<file path="config.mk">
export PLATFORM = sky130hd
export DESIGN_NAME = odc_bank
export DESIGN_NICKNAME = d
export VERILOG_FILES = /design/src/rtl/odc_pkg.sv /design/src/rtl/odc_pair_driver.sv /design/src/rtl/odc_pll_ctrl.sv /design/src/rtl/odc_bank.sv
export SDC_FILE = /design/constraint.sdc
export NUM_CORES = 1
export LEC_CHECK = 0
export ABC_AREA = 1
export ABC_CLOCK_PERIOD_IN_PS = 5900
export BUFFER_PORTS_ARGS = -buffer_cell sky130_fd_sc_hd__buf_2
export CAP_MARGIN = 20
export CORE_MARGIN = 3
export CORE_UTILIZATION = 30
export DETAILED_ROUTE_END_ITERATION = 12
export PLACE_DENSITY = 0.63
export SYNTH_ARGS = -nofsm -noshare
export SYNTH_HDL_FRONTEND = slang
export SYNTH_HIERARCHICAL = 1
export SYNTH_SLANG_ARGS = --single-unit
</file>
<file path="constraint.sdc">
create_clock -name I_CLK -period 5.9 [get_ports I_CLK]
set_clock_uncertainty 0.05 [all_clocks]
set_input_delay 1.77 -clock I_CLK [delete_from_list [all_inputs] [get_ports I_CLK]]
set_output_delay 1.77 -clock I_CLK [all_outputs]
set_load 0.005 [all_outputs]
</file>
<file path="src/rtl/odc_pkg.sv">
// Shared constants and carrier types for the channel one output and
// divider control bank.
// Assumes a single clock domain and AXI4-Lite with 32-bit data.
package odc_pkg;

	// Register indices; byte address is four times the index
	localparam logic [13:0] ODC_IDX_FIRST_PAIR = 14'h2202;
	localparam logic [13:0] ODC_IDX_SECOND_PAIR = 14'h2203;
	localparam logic [13:0] ODC_IDX_PLL_MODE = 14'h2205;
	localparam logic [13:0] ODC_IDX_OUT_MODE = 14'h2210;
	localparam logic [13:0] ODC_IDX_STATUS = 14'h2211;

	// Field positions inside the PLL mode register
	localparam int ODC_PLL_STEP_EN_BIT = 7;
	localparam int ODC_PLL_ASSIGN_LSB = 4;
	localparam int ODC_PLL_SEL_LSB = 2;

	// Reset values of the writable registers
	localparam logic [5:0] ODC_PAIR_RESET = 6'h00;
	localparam logic [5:0] ODC_PLL_RESET = 6'h00;
	localparam logic [1:0] ODC_MODE_RESET = 2'h0;

	// Highest legal translation profile code
	localparam logic [2:0] ODC_PROFILE_LAST = 3'h5;

	// Profile selection mode codes
	localparam logic [1:0] ODC_SEL_AUTO = 2'h0;
	localparam logic [1:0] ODC_SEL_MAN_AUTO = 2'h1;
	localparam logic [1:0] ODC_SEL_MAN_HOLD = 2'h2;
	localparam logic [1:0] ODC_SEL_USER = 2'h3;

	// AXI response codes
	localparam logic [1:0] ODC_RESP_OKAY = 2'h0;
	localparam logic [1:0] ODC_RESP_SLVERR = 2'h2;

	// Output pair control bits, bit 5 down to bit 0
	typedef struct packed {
		logic drv_reset;
		logic power_down;
		logic mute_neg;
		logic mute_pos;
		logic rst_neg_div;
		logic rst_pos_div;
	} odc_pair_ctrl_t;

	// One output pair at the pins; oe_n low while driving
	typedef struct packed {
		logic pos;
		logic neg;
		logic oe_n;
	} odc_pins_t;

	// PLL mode control bits held by the bank
	typedef struct packed {
		logic step_fault_en;
		logic [2:0] assign_profile;
		logic [1:0] sel_mode;
	} odc_pll_ctrl_t;

	// PLL control status and strobes
	typedef struct packed {
		logic discard_edge;
		logic acquire_start;
		logic monitor_reset;
		logic holdover_req;
		logic fallback;
		logic waiting;
		logic [2:0] profile;
	} odc_pll_stat_t;

endpackage

</file>
<file path="src/rtl/odc_pair_driver.sv">
// One output pair: two distribution dividers and their drivers.
// Assumes control bits arrive from registers on the same clock.
`timescale 1ns/100ps
module odc_pair_driver import odc_pkg::*; (
	input wire logic i_clk,
	input wire logic i_rst,
	input wire odc_pair_ctrl_t i_ctrl,
	input wire logic i_diff,
	output odc_pins_t o_pins
);

	// Whole state of the pair
	typedef struct packed {
		logic div_pos;
		logic div_neg;
		logic mute_pos;
		logic mute_neg;
		logic hold;
		odc_pins_t pins;
	} odc_drv_state_t;

	odc_drv_state_t st; // Registered state
	odc_drv_state_t next_st; // Next state
	logic release_ok; // Positive leg is low now
	logic pos_live; // Positive leg level to be shown

	// Dividers toggle each cycle; mutes and the hold release move only while a leg is low,
	// so a mute or release never cuts a high pulse short or starts one late
	always_comb begin
		next_st = st;
		// Restart on a low positive leg only: waiting for both legs
		// could stall for ever when the two dividers run out of phase
		release_ok = !st.div_pos;
		// Divider reset clears at once and holds while set
		next_st.div_pos = i_ctrl.rst_pos_div ? 1'b0 : ~st.div_pos;
		next_st.div_neg = i_ctrl.rst_neg_div ? 1'b0 : ~st.div_neg;
		if (!st.div_pos) begin
			next_st.mute_pos = i_ctrl.mute_pos;
		end
		if (!st.div_neg) begin
			// Negative mute is meaningless in differential mode
			next_st.mute_neg = i_ctrl.mute_neg && !i_diff;
		end
		if (i_ctrl.drv_reset) begin
			next_st.hold = 1'b1;
		end else if (release_ok) begin
			next_st.hold = 1'b0;
		end
		pos_live = next_st.div_pos && !next_st.mute_pos && !next_st.hold;
		next_st.pins.pos = pos_live;
		next_st.pins.oe_n = 1'b0;
		if (i_diff) begin
			// Complement is high whenever positive is held low
			next_st.pins.neg = !pos_live;
		end else begin
			// Driver reset holds the complement high in either mode
			next_st.pins.neg = next_st.hold || (next_st.div_neg &&
				!next_st.mute_neg);
		end
		if (i_ctrl.power_down) begin
			// Powered down wins over mute and reset
			next_st.pins = '{pos: 1'b0, neg: 1'b0, oe_n: 1'b1};
		end
	end

	// State register
	always_ff @(posedge i_clk or posedge i_rst) begin
		if (i_rst) begin
			st <= '0;
		end else begin
			st <= next_st;
		end
	end

	assign o_pins = st.pins;

endmodule

</file>
<file path="src/rtl/odc_pll_ctrl.sv">
// Phase step fault response and translation profile choice.
// Assumes PLL side inputs are logic on the same clock.
`timescale 1ns/100ps
module odc_pll_ctrl import odc_pkg::*; (
	input wire logic i_clk,
	input wire logic i_rst,
	input wire odc_pll_ctrl_t i_ctrl,
	input wire logic i_phase_step,
	input wire logic i_ref_valid,
	input wire logic i_profile_invalid,
	input wire logic [2:0] i_auto_profile,
	output odc_pll_stat_t o_stat
);

	// Step fault sequence
	typedef enum logic [1:0] {RUN, MON_RESET, WAIT_VALID} odc_step_t;

	typedef struct packed {
		odc_step_t step;
		odc_pll_stat_t stat;
	} odc_pll_state_t;

	odc_pll_state_t st; // Registered state
	odc_pll_state_t next_st; // Next state
	logic manual; // Manual profile modes only

	// Sequence and profile choice
	always_comb begin
		next_st = st;
		next_st.stat.discard_edge = 1'b0;
		next_st.stat.acquire_start = 1'b0;
		next_st.stat.monitor_reset = 1'b0;
		manual = (i_ctrl.sel_mode == ODC_SEL_MAN_AUTO) ||
			(i_ctrl.sel_mode == ODC_SEL_MAN_HOLD);
		if (i_phase_step) begin
			next_st.stat.discard_edge = 1'b1;
			if (i_ctrl.step_fault_en) begin
				next_st.stat.monitor_reset = 1'b1;
				next_st.step = MON_RESET;
			end else begin
				next_st.stat.acquire_start = 1'b1;
				next_st.step = RUN;
			end
		end else begin
			case (st.step)
				RUN: begin
				end
				// One idle cycle so a stale valid is not taken
				MON_RESET: begin
					next_st.step = WAIT_VALID;
				end
				WAIT_VALID: begin
					if (i_ref_valid) begin
						next_st.stat.acquire_start = 1'b1;
						next_st.step = RUN;
					end
				end
				default: begin
					next_st.step = RUN;
				end
			endcase
		end
		next_st.stat.waiting = (next_st.step != RUN);
		// Fallback latches until software leaves the manual modes
		if (!manual) begin
			next_st.stat.fallback = 1'b0;
		end else if (i_profile_invalid) begin
			next_st.stat.fallback = 1'b1;
		end
		if (manual && !next_st.stat.fallback) begin
			next_st.stat.profile = i_ctrl.assign_profile;
		end else begin
			next_st.stat.profile = i_auto_profile;
		end
		next_st.stat.holdover_req = next_st.stat.fallback &&
			(i_ctrl.sel_mode == ODC_SEL_MAN_HOLD);
	end

	// State register
	always_ff @(posedge i_clk or posedge i_rst) begin
		if (i_rst) begin
			st <= '{step: RUN, stat: '0};
		end else begin
			st <= next_st;
		end
	end

	assign o_stat = st.stat;

endmodule

</file>
<file path="src/rtl/odc_bank.sv">
// Register bank for the channel one output pairs and PLL mode bits,
// reached over AXI4-Lite, with the pair drivers and PLL control.
// Assumes one 25 MHz clock and PLL side signals on that clock.
//
// Design decision made here: the AXI4-Lite register port.
`timescale 1ns/100ps

// Function
// First pair positive mute: low, complement high
// Mute entry and exit never emit runts
// First pair negative divider reset is immediate
// First pair positive divider reset is immediate
// Second pair driver reset: low/high at once
// Driver reset release emits no runt
// Second pair power down tristates both drivers
// Second pair negative mute, ignored when differential
// Second pair positive mute: low, complement high
// Second pair negative divider reset is immediate
// Second pair positive divider reset is immediate
// Software uses power down for high impedance
// Step fault: discard edge, reacquire
// Step fault enabled: reset monitor, await validation
// Assign field picks profile in manual modes
// Profile codes 110 and 111 are refused
// Manual modes fall back to priority or holdover
// All control bits clear at reset
module odc_bank import odc_pkg::*; (
	input wire logic I_CLK,
	input wire logic I_RST,
	// AXI4-Lite write address channel
	input wire logic I_AWVALID,
	output logic O_AWREADY,
	input wire logic [15:0] I_AWADDR,
	// AXI4-Lite write data channel
	input wire logic I_WVALID,
	output logic O_WREADY,
	input wire logic [31:0] I_WDATA,
	input wire logic [3:0] I_WSTRB,
	// AXI4-Lite write response channel
	output logic O_BVALID,
	input wire logic I_BREADY,
	output logic [1:0] O_BRESP,
	// AXI4-Lite read address channel
	input wire logic I_ARVALID,
	output logic O_ARREADY,
	input wire logic [15:0] I_ARADDR,
	// AXI4-Lite read data channel
	output logic O_RVALID,
	input wire logic I_RREADY,
	output logic [31:0] O_RDATA,
	output logic [1:0] O_RRESP,
	// PLL side, same clock
	input wire logic I_PHASE_STEP,
	input wire logic I_REF_VALID,
	input wire logic I_PROFILE_INVALID,
	input wire logic [2:0] I_AUTO_PROFILE,
	output logic O_DISCARD_EDGE,
	output logic O_ACQUIRE_START,
	output logic O_MONITOR_RESET,
	output logic O_HOLDOVER_REQ,
	output logic [2:0] O_ACTIVE_PROFILE,
	// First output pair pins
	output logic O_FIRST_PAIR_POSITIVE_PIN,
	output logic O_FIRST_PAIR_NEGATIVE_PIN,
	output logic O_FIRST_PAIR_OE_N,
	// Second output pair pins
	output logic O_SECOND_PAIR_POSITIVE_PIN,
	output logic O_SECOND_PAIR_NEGATIVE_PIN,
	output logic O_SECOND_PAIR_OE_N
);

	// Whole state of the bank. Bus handshake flags, the held write
	// halves and the control registers live in one packed word, so a
	// single register process updates everything and reset has one
	// image to load.
	typedef struct packed {
		logic awready;
		logic aw_held;
		logic [13:0] aw_idx;
		logic wready;
		logic w_held;
		logic [7:0] wdata;
		logic wstrb0;
		logic bvalid;
		logic [1:0] bresp;
		logic arready;
		logic rvalid;
		logic [7:0] rdata;
		logic [1:0] rresp;
		odc_pair_ctrl_t first_pair;
		odc_pair_ctrl_t second_pair;
		odc_pll_ctrl_t pll;
		logic [1:0] out_mode;
	} odc_bank_state_t;

	// Reset image; every control bit starts at zero
	localparam odc_bank_state_t RESET_STATE = '{
		first_pair: ODC_PAIR_RESET,
		second_pair: ODC_PAIR_RESET,
		pll: ODC_PLL_RESET,
		out_mode: ODC_MODE_RESET,
		default: '0
	};

	odc_bank_state_t st; // Registered state
	odc_bank_state_t next_st; // Next state
	odc_pll_stat_t pll_stat; // Status from the PLL control
	odc_pins_t first_pins; // First pair pin levels
	odc_pins_t second_pins; // Second pair pin levels
	logic [13:0] rd_idx; // Word index of the read request
	logic [2:0] wr_profile; // Profile code carried by a write

	// Bus transactions and register updates.
	// A write is committed one cycle after both halves are held. This
	// costs a cycle of latency but keeps the decode off the input pins,
	// and it lets address and data arrive in either order.
	// Reads and writes run independently; a read of a register that is
	// being written in the same cycle returns the old value.
	always_comb begin
		next_st = st;
		rd_idx = I_ARADDR[15:2];
		wr_profile = st.wdata[ODC_PLL_ASSIGN_LSB +: 3];

		// Address and data are taken in either order and held
		if (I_AWVALID && st.awready) begin
			next_st.aw_held = 1'b1;
			next_st.aw_idx = I_AWADDR[15:2];
		end
		if (I_WVALID && st.wready) begin
			next_st.w_held = 1'b1;
			// Registers are eight bits, so only lane zero matters
			next_st.wdata = I_WDATA[7:0];
			next_st.wstrb0 = I_WSTRB[0];
		end

		// Response leaves once the master takes it
		if (st.bvalid && I_BREADY) begin
			next_st.bvalid = 1'b0;
		end

		// Both halves present: perform the write and answer
		if (st.aw_held && st.w_held && !st.bvalid) begin
			next_st.aw_held = 1'b0;
			next_st.w_held = 1'b0;
			next_st.bvalid = 1'b1;
			next_st.bresp = ODC_RESP_OKAY;
			case (st.aw_idx)
				ODC_IDX_FIRST_PAIR: begin
					// Reserved upper bits are not stored
					if (st.wstrb0) begin
						next_st.first_pair = st.wdata[5:0];
					end
				end
				ODC_IDX_SECOND_PAIR: begin
					if (st.wstrb0) begin
						next_st.second_pair = st.wdata[5:0];
					end
				end
				ODC_IDX_PLL_MODE: begin
					if (st.wstrb0) begin
						next_st.pll.step_fault_en =
							st.wdata[ODC_PLL_STEP_EN_BIT];
						next_st.pll.sel_mode =
							st.wdata[ODC_PLL_SEL_LSB +: 2];
						// Unused codes keep the last legal profile
						if (wr_profile <= ODC_PROFILE_LAST) begin
							next_st.pll.assign_profile = wr_profile;
						end
					end
				end
				ODC_IDX_OUT_MODE: begin
					if (st.wstrb0) begin
						next_st.out_mode = st.wdata[1:0];
					end
				end
				ODC_IDX_STATUS: begin
					// Status is read only; the write is dropped
				end
				default: begin
					next_st.bresp = ODC_RESP_SLVERR;
				end
			endcase
		end

		// One write at a time: no new halves while an answer waits.
		// The readies rise again at the edge that takes the response,
		// so back-to-back writes lose no extra cycle.
		next_st.awready = !next_st.aw_held && !next_st.bvalid;
		next_st.wready = !next_st.w_held && !next_st.bvalid;

		// Read data leaves once the master takes it
		if (st.rvalid && I_RREADY) begin
			next_st.rvalid = 1'b0;
		end

		// Read request answered on the following cycle. Data is
		// captured at the taking edge and held until the master takes
		// it, so a slow master still sees one consistent value.
		if (I_ARVALID && st.arready) begin
			next_st.rvalid = 1'b1;
			next_st.rresp = ODC_RESP_OKAY;
			next_st.rdata = 8'h00;
			case (rd_idx)
				ODC_IDX_FIRST_PAIR: begin
					// Reserved bits read as zero
					next_st.rdata = {2'h0, st.first_pair};
				end
				ODC_IDX_SECOND_PAIR: begin
					next_st.rdata = {2'h0, st.second_pair};
				end
				ODC_IDX_PLL_MODE: begin
					next_st.rdata = {st.pll, 2'h0};
				end
				ODC_IDX_OUT_MODE: begin
					next_st.rdata = {6'h00, st.out_mode};
				end
				ODC_IDX_STATUS: begin
					// Live state of the PLL control; the strobes are not
					// shown, they last one cycle and software would miss
					// them
					next_st.rdata = {2'h0, pll_stat.fallback,
						pll_stat.waiting, pll_stat.holdover_req,
						pll_stat.profile};
				end
				default: begin
					next_st.rresp = ODC_RESP_SLVERR;
				end
			endcase
		end

		// One read at a time
		next_st.arready = !next_st.rvalid;
	end

	// State register; reset clears every control bit, so all outputs
	// come up unmuted, powered and out of reset
	always_ff @(posedge I_CLK or posedge I_RST) begin
		if (I_RST) begin
			st <= RESET_STATE;
		end else begin
			st <= next_st;
		end
	end

	// The pair drivers see the control bits one cycle after the write
	// commits, so a divider reset or mute takes hold two edges after the
	// write handshake. Each driver does its own runt gating.
	// First pair; mode bit zero selects differential
	odc_pair_driver u_first_pair (
		.i_clk(I_CLK),
		.i_rst(I_RST),
		.i_ctrl(st.first_pair),
		.i_diff(st.out_mode[0]),
		.o_pins(first_pins)
	);

	// Second pair; mode bit one selects differential
	odc_pair_driver u_second_pair (
		.i_clk(I_CLK),
		.i_rst(I_RST),
		.i_ctrl(st.second_pair),
		.i_diff(st.out_mode[1]),
		.o_pins(second_pins)
	);

	// Step fault response and profile choice
	odc_pll_ctrl u_pll_ctrl (
		.i_clk(I_CLK),
		.i_rst(I_RST),
		.i_ctrl(st.pll),
		.i_phase_step(I_PHASE_STEP),
		.i_ref_valid(I_REF_VALID),
		.i_profile_invalid(I_PROFILE_INVALID),
		.i_auto_profile(I_AUTO_PROFILE),
		.o_stat(pll_stat)
	);

	// Bus outputs straight from the state register
	assign O_AWREADY = st.awready;
	assign O_WREADY = st.wready;
	assign O_BVALID = st.bvalid;
	assign O_BRESP = st.bresp;
	assign O_ARREADY = st.arready;
	assign O_RVALID = st.rvalid;
	// Upper bytes are constant zero
	assign O_RDATA = {24'h000000, st.rdata};
	assign O_RRESP = st.rresp;

	// PLL strobes and status, registered inside the controller.
	// The strobes last one cycle; the PLL core must sample them on
	// every edge of this clock.
	assign O_DISCARD_EDGE = pll_stat.discard_edge;
	assign O_ACQUIRE_START = pll_stat.acquire_start;
	assign O_MONITOR_RESET = pll_stat.monitor_reset;
	assign O_HOLDOVER_REQ = pll_stat.holdover_req;
	assign O_ACTIVE_PROFILE = pll_stat.profile;

	// Pins, registered inside the pair drivers
	assign O_FIRST_PAIR_POSITIVE_PIN = first_pins.pos;
	assign O_FIRST_PAIR_NEGATIVE_PIN = first_pins.neg;
	assign O_FIRST_PAIR_OE_N = first_pins.oe_n;
	assign O_SECOND_PAIR_POSITIVE_PIN = second_pins.pos;
	assign O_SECOND_PAIR_NEGATIVE_PIN = second_pins.neg;
	assign O_SECOND_PAIR_OE_N = second_pins.oe_n;

endmodule

</file>
* Yosys cells after proc, flatten, opt, wreduce, memory -nomap -nowiden
Index checks and enable logic that the tools add are counted.
W data, S select, Z words.
** Storage, ports and cells
- Register bits :: 89
- Logic and storage cells :: 160
- Output and inout bits :: 54
- Input port bits :: 81
** Cells by class
- Muxes and demuxes :: 41
- Magnitude comparators :: 1
- Bitwise operators :: 4
- Reductions and logical operators :: 47
- Eq/ne operators :: 14
** Operators with widths (count)
- $eq A14 B14 Y1 const B :: 10
- $pmux W8 S5 :: 1
- $mux W1 :: 28
- $logic_and A1 B1 Y1 :: 19
- $logic_not A1 Y1 :: 16
- $mux W15 :: 1
- $mux W3 :: 4
- $reduce_and A3 Y1 :: 4
- $mux W11 :: 1
- $mux W10 :: 1
- $reduce_or A5 Y1 :: 2
- $mux W2 :: 4
- $pmux W2 S3 :: 1
- $eq A2 B1 Y1 const B :: 2
- $eq A2 B2 Y1 const B :: 2
- $not A1 Y1 :: 4
- $reduce_and A4 Y1 :: 1
- $le A3 B3 Y1 const B :: 1
- $logic_or A1 B1 Y1 :: 3
- $logic_not A2 Y1 :: 1
- $reduce_bool A2 Y1 :: 1

* Logic depth before layout (Yosys ltp)
Gate-level depths: netlist of run 1.
- Depth in word-level cells :: 8
- Depth in mapped cells :: 10
- Mapped depth without buffers :: 8

* Modules after synthesis
Netlist of run 1, hierarchy kept.
** Modules (own cells, without submodules)
- odc_bank :: cells each 364, area an instance 3024.2 um^2, times used 1, seq. area each 1501.4 um^2
- odc_pair_driver :: cells each 28, area an instance 260.2 um^2, times used 2, seq. area each 150.1 um^2
- odc_pll_ctrl :: cells each 50, area an instance 464.2 um^2, times used 1, seq. area each 250.2 um^2

* Least setup slack after synthesis of run 1
No wires, ideal clock.
- Kind :: input-to-reg
- From :: input I_ARADDR[11]
- To :: register st (netlist bit O_RRESP[1])
- Path buffers :: 2
- Stages :: 9
- Library setup time :: 0.118 ns
- Required time :: 5.732 ns
- Setup slack :: 3.260 ns
- Arrival time :: 2.472 ns
- Cells stage by stage :: inv_1 -> nor2_1 -> nand2_1 -> nor2_2 -> buf_4 -> buf_6 -> o21ai_0 -> nand4_1 -> nand2_1
** On the way
- Word-level cells in the longest chain between the ends :: 3
- Elaborated cells between the ends (all ways) :: 7
- Those cells by class :: eq/ne (5); mux (1); reduce/logical (1)
** Ends and longest elaborated chain
- from (decl) :: RTL line odc_bank.sv:46 : input wire logic [15:0] I_ARADDR,
- $eq A14 B14 Y1 :: RTL line odc_bank.sv:203 : case (rd_idx)
- $reduce_or A5 Y1 (no source line) *
- $mux W2 * :: RTL line odc_bank.sv:203
- to (signal assigned) :: RTL line odc_bank.sv:241 : st <= next_st;
- to (decl) :: RTL line odc_bank.sv:105 : odc_bank_state_t st;
Mark *: on every way between the ends. The rest lies on a longest branch, timed or not.
A chain may end at the register's enable or synchronous reset.

* Worst setup path after layout of run 1
- From :: input I_ARADDR[10]
- To :: register st (netlist bit O_RRESP[1])
Same word-level chain as after synthesis.

==> impl_metrics.json, run 1 <==
{
  "status": "finished, final reports clean",
  "clk_root_buffer_cell": "clkbuf_16",
  "max-vdd-ir-drop_uv": 245,
  "design_area_sq_mm": 0.00455,
  "worst_skew_pair.late_latency_ns": 0.34,
  "timing.max_slew.rel_slack_pct": 35.7,
  "grt_antenna_before_repair": 0,
  "postSynthRegisterBits": 82,
  "cap_viol_max_count": 0,
  "worst_setup_path_start_kind": "input pin",
  "pwr_density_cell_mw_per_mm2": 338,
  "netlist_instances": 470,
  "achievable-frequency_mhz": 332,
  "setup_viol_count_final": 0,
  "ys.warnings.count": 6,
  "grt_setup_unrepaired": "no",
  "detailroute.via_count": 2994,
  "cts_repair_resize_count": 0,
  "fin_nets": 606,
  "ys_seq_area_share_pct": 51.2,
  "worst_hold_path_type": "flop to flop",
  "finalNonFillerCells": 701,
  "mappedNetlistArea_sq_mm": 0.00401,
  "most-common-layout-cells": "nand2_1, dfrtp_1, buf_2",
  "period_share_pct": 51.0,
  "final_layout_size_suffix_gt1_share_pct": 24.0,
  "timing.critical_path.arrival_ns": 3.19,
  "synth_cell_types": 26,
  "post-cts-setup-buffer-count": 0,
  "cts.clk_slew.worst_paths_ns": 0.06,
  "die-height_microns": 122,
  "grt_start_max_net_pins": 50,
  "drc": 0,
  "globalRouteOverflowTotal": 0,
  "clock_tree.htree_level_count": 3,
  "floorplan.io_pins": 135,
  "dp_cells": 685,
  "hold_viol": 0,
  "cts-buffers-inserted": 9,
  "final_common_cell": "nand2_1",
  "dp_hpwl_microns": 6440,
  "cts_tree": "built",
  "antenna_cells_inserted": 0,
  "period_minus_slack_ns": 3.01,
  "dieArea_sq_mm": 0.0148,
  "detail_route.wl_per_cell_microns": 11.8,
  "cp-end-kind": "flop",
  "clock-sinks": 82,
  "routed_vias_inst": 4.27,
  "fillers": 1355,
  "critical_path_class": "input pin to flop",
  "wirelength_microns": 8280,
  "first_pass_grt_wire_length_microns": 14000,
  "total_routing_usage_reported_by_global_routing_pct": 11.8,
  "dpl_cell_area_sq_mm": 0.00427,
  "cts.path.max_buffers": 2,
  "power_leakage_uw": 0.00234,
  "fin_setup_tns_ns": 0,
  "mean_cell_area_of_the_mapped_netlist_sq_um": 8.53,
  "detail-route-antenna-nets": 0,
  "flow.area_growth_from_synthesis_pct": 13.6,
  "firstDrtPassIters": 4,
  "port_buffers": 77,
  "floorplan.rows": 41,
  "area_of_the_core_sq_mm": 0.0128,
  "initial_core_util_pct": 31.3,
  "timing_max_transition_violations_final": 0,
  "detailedRoute.firstIterationViolations": 127,
  "cts_hold_buf": 0,
  "globalplace.congestion": 0.877,
  "dieWidth_microns": 122,
  "critPathMaxFanout": 29,
  "timing.critical_path.required_ns": 6.08,
  "number_of_global_route_vias_before_repair": 2951,
  "worst_pin_slew_ns": 0.963
}
==> synth_stat cells <==
cell type  instances  area [sq um]
o31ai_1            1          7.51
o21ai_2            9          78.8
buf_4             52           390
buf_2              1          5.00
nor2_4             2          22.5
nand3_2            1          10.0
o21ai_0           30           150
nand4_1           10          62.6
ha_1               1          12.5
clkbuf_1           4          15.0
inv_2              1          3.75
dfrtp_1           82          2050
buf_6              3          33.8
nor3b_1            1          7.51
nand3b_1           2          15.0
nand3_1           38           190
nand4_2            3          37.5
nor2_2             9          56.3
nand2_2            7          43.8
o21ai_1            3          15.0
nor3_1             6          30.0
conb_1             1          3.75
inv_1             61           229
nor2_1            24          90.1
a21oi_1            3          15.0
nand2_1          115           432
==> power by group <==
group | internal, uW | total [uW] | leakage, uW | switching, uW
Combinational | 92.5 | 295 | 0.00117 | 202
Clock | 300 | 531 | 0.000132 | 231
Sequential | 667 | 716 | 0.00104 | 49.0
==> sequential cells by signal, indices dropped and copies added (netlist names), 3 cells and up <==
signal / cells
st: 45
u_pll_ctrl/o_stat: 9
O_RDATA: 8
u_first_pair/o_pins: 3
u_first_pair/st: 3
u_second_pair/o_pins: 3
u_second_pair/st: 3
==> through the flow <==
stage	worst slack [ns]	utilization (%)	hold slack (ns)	total power [uW]
final	2.89	35.5	0.370	1540
after global routing	2.67	35.5	0.383	1650
after CTS	2.89	35.5	0.371	1560
after detailed placement	2.53	33.3	0.360	1020
after global placement	2.62	33.3	0.359	1010
after floorplan	2.60	-	0.345	947
==> critical path: stages <==
cell	delay, ns
buf_2	0.10
nor2_1	0.10
nand2_1	0.07
nor2_2	0.73
o21ai_0	0.23
nand4_1	0.14
nand2_1	0.05
==> metal layers <==
layer	up-vias	share of wire (%)	track usage, %
met4	0	1.8	3.43
li1	1515	-	-
met2	94	44	18.3
met5	-	0	0
met1	1366	47	15.9
met3	19	7.9	4.09
==> cell families (layout without fill, tap and decap cells) <==
family / Yosys count / in the layout / synth area share [%]
buffers and inverters: 122 / 156 / 16.9
AO/OA/AOI/OAI: 46 / 46 / 6.65
adder cells (fa/ha/maj): 1 / 1 / 0.312
AND/OR/NAND/NOR: 218 / 218 / 24.9
flip-flops: 82 / 82 / 51.2
other: 1 / 26 / 0.0935
==> area by class of cell <==
cell class / instances / area (sq um) / area share [%]
clock buffer: 10 / 239 / 5.25
clock inverter: 6 / 48.8 / 1.07
inverter: 62 / 233 / 5.11
multi-input combinational: 291 / 1370 / 30.2
sequential: 82 / 2050 / 45.1
tap: 172 / 215 / 4.73
timing repair buffer: 78 / 393 / 8.63
==> path summary, 6_finish.rpt <==
kind | start | endpoint | slack [ns] | depth (start not counted)
max reg2reg | st[52]$_DFFE_PP0P_ | st[18]$_DFFE_PP0P_ | 4.24 | 6
min in group asynchronous | I_RST | u_second_pair/o_pins[2]$_DFF_PP0_ | 1.35 | 2
max | I_ARADDR[10] | O_RRESP[1]$_DFFE_PP0P_ | 2.89 | 7
min reg2reg | u_first_pair/st[6]$_DFF_PP0_ | u_first_pair/st[6]$_DFF_PP0_ | 0.37 | 1
min | u_first_pair/st[6]$_DFF_PP0_ | u_first_pair/st[6]$_DFF_PP0_ | 0.37 | 1
max in group asynchronous | I_RST | st[47]$_DFFE_PP0P_ | 3.56 | 3
Power figures use the tool's default switching activity.
==> inputs of run 2 (changes only) <==
--- a/config.mk
+++ b/config.mk
@@ -6,7 +6,7 @@
 export NUM_CORES = 1
 export LEC_CHECK = 0
 export ABC_AREA = 1
-export ABC_CLOCK_PERIOD_IN_PS = 5900
+export ABC_CLOCK_PERIOD_IN_PS = 3030
 export BUFFER_PORTS_ARGS = -buffer_cell sky130_fd_sc_hd__buf_2
 export CAP_MARGIN = 20
 export CORE_MARGIN = 3
==> constraint.sdc (replaced) <==
create_clock -name I_CLK -period 3.03 [get_ports I_CLK]
set_clock_uncertainty 0.05 [all_clocks]
set_input_delay 0.909 -clock I_CLK [delete_from_list [all_inputs] [get_ports I_CLK]]
set_output_delay 0.909 -clock I_CLK [all_outputs]
set_load 0.005 [all_outputs]
==> run 2 against run 1 <==
Cell count increased by 0.14%. Sequential power is 96% higher. Total power is 110% higher. Via count fell by 0.33%. Largest power group unchanged. Combinational power increased by 94%. Global-route usage is 0.060 points higher. Final area is 1.4% higher. Sequential cell count unchanged.
==> impl_metrics.json, run 2 (synthesis results as in run 1) <==
{
  "first_pass_grt_wire_length_microns": 14000,
  "routed_vias_inst": 4.25,
  "fillers": 1348,
  "globalRouteOverflowTotal": 0,
  "timing.critical_path.required_ns": 2.07,
  "clk_root_buffer_cell": "clkbuf_16",
  "cts-buffers-inserted": 9,
  "dieWidth_microns": 122,
  "timing.critical_path.arrival_ns": 0.89,
  "cap_viol_max_count": 0,
  "path_delay_family": "flip-flops",
  "globalplace.congestion": 0.879,
  "dieArea_sq_mm": 0.0148,
  "floorplan.rows": 41,
  "worst_path_largest_cell_delay_ns": 0.41,
  "status": "finished, final reports clean",
  "dp_hpwl_microns": 6420,
  "floorplan.io_pins": 135,
  "pwr_density_cell_mw_per_mm2": 686,
  "worst_setup_path_start_kind": "flop",
  "reg2reg_slack_ns": 1.35,
  "worst_skew_pair.late_latency_ns": 0.34,
  "detailedRoute.firstIterationViolations": 152,
  "critical_path_class": "flop to output port",
  "timing.max_slew.rel_slack_pct": 61.4,
  "timing_max_transition_violations_final": 0,
  "fin_nets": 607,
  "cts.path.max_buffers": 2,
  "most-common-layout-cells": "nand2_1, dfrtp_1, buf_2",
  "worst_pin_slew_ns": 0.579,
  "drc": 0,
  "area_of_the_core_sq_mm": 0.0128,
  "power_leakage_uw": 0.00238,
  "final_common_cell": "nand2_1",
  "flow.area_growth_from_synthesis_pct": 15.2,
  "total_routing_usage_reported_by_global_routing_pct": 11.9,
  "critPathMaxFanout": 2,
  "detail_route.wl_per_cell_microns": 11.8,
  "worst_hold_path_type": "flop to flop",
  "cp-end-kind": "output port",
  "detail-route-antenna-nets": 0,
  "clock_tree.htree_level_count": 3,
  "antenna_cells_inserted": 0,
  "cts_repair_resize_count": 0,
  "wirelength_microns": 8260,
  "largest_reg_flops": 45,
  "achievable-frequency_mhz": 541,
  "detailroute.via_count": 2984,
  "worst-path-buf-inv": 1,
  "cts_hold_buf": 0,
  "die-height_microns": 122,
  "grt_start_max_net_pins": 50,
  "cts_tree": "built",
  "clock-sinks": 82,
  "dp_cells": 686,
  "grt_antenna_before_repair": 0,
  "period_share_pct": 61.0,
  "finalNonFillerCells": 702,
  "grt_setup_unrepaired": "no",
  "fin_setup_tns_ns": 0,
  "max-vdd-ir-drop_uv": 416,
  "registers.top_by_ff_count": "st",
  "cts.clk_slew.worst_paths_ns": 0.07,
  "port_buffers": 77,
  "initial_core_util_pct": 31.3,
  "critical-path-slowest-cell": "dfrtp_1",
  "timing.critical_path.cells": "buf_2",
  "period_minus_slack_ns": 1.85,
  "firstDrtPassIters": 4,
  "hold_viol": 0,
  "setup_viol_count_final": 0,
  "final_layout_size_suffix_gt1_share_pct": 24.2,
  "number_of_global_route_vias_before_repair": 2938,
  "post-cts-setup-buffer-count": 0
}
run 2: cell types whose count changed in the layout (fill, tap and decap cells not counted), sizes merged:
cell / change
clkinvlp: -2
buf: +1
inv: +1
bufinv: +2
clkbuf: -1
run 2: routing by layer:
| metal | global-route usage (%) | vias up | routed length (microns) |
|---|---|---|---|
| met3 | 3.34 | 16 | 540 |
| met5 | 0 | - | 0 |
| met1 | 16.3 | 1360 | 3930 |
| met2 | 17.8 | 97 | 3590 |
| li1 | - | 1511 | - |
| met4 | 5.04 | 0 | 194 |
run 2: layout make-up:
class	count	area (sq um)	area share [%]
Sequential cell	82	2050	44.4
Multi-Input combinational cell	291	1370	29.7
Timing Repair Buffer	79	413	8.94
Inverter	62	233	5.04
Clock buffer	9	225	4.88
Tap cell	172	215	4.66
Clock inverter	7	108	2.33
run 2: metrics by stage:
stage / hold WS [ns] / setup slack (ns) / cell area [sq um] / utilization (%) / power, uW
after floorplan: 0.345 / 0.586 / 4100 / - / 1840
after global placement: 0.358 / 0.998 / 4290 / 33.4 / 1960
after detailed placement: 0.367 / 0.988 / 4290 / 33.4 / 1990
after CTS: 0.376 / 1.16 / 4620 / 36.0 / 3220
after global routing: 0.399 / 1.12 / 4620 / 36.0 / 3380
final: 0.379 / 1.18 / 4620 / 36.0 / 3170
run 2: path summary, 6_finish.rpt:
| kind | from | to | cells past startpoint |
|---|---|---|---|
| worst max register to register | st[52]$_DFFE_PP0P_ | st[14]$_DFFE_PP0P_ | 6 |
| worst max-delay path | u_pll_ctrl/o_stat[1]$_DFF_PP0_ | O_ACTIVE_PROFILE[1] | 1 |
| max in group asynchronous | I_RST | st[6]$_DFFE_PP0P_ | 3 |
| worst min register to register | u_first_pair/st[6]$_DFF_PP0_ | u_first_pair/st[6]$_DFF_PP0_ | 1 |
| min in group asynchronous | I_RST | u_first_pair/st[6]$_DFF_PP0_ | 2 |
| worst min-delay path | u_first_pair/st[6]$_DFF_PP0_ | u_first_pair/st[6]$_DFF_PP0_ | 1 |
run 2: worst reg2reg max path, delay by kind of cell (launching register included):
kind	cells	cell delay (ns)
simple gates	4	1.00
flops	1	0.36
buf+inv	1	0.09
compound gates	1	0.06
run 2: where the power goes:
group / internal, uW / switching [uW]
Clock: 737 / 464
Combinational: 182 / 391
Sequential: 1300 / 97.7
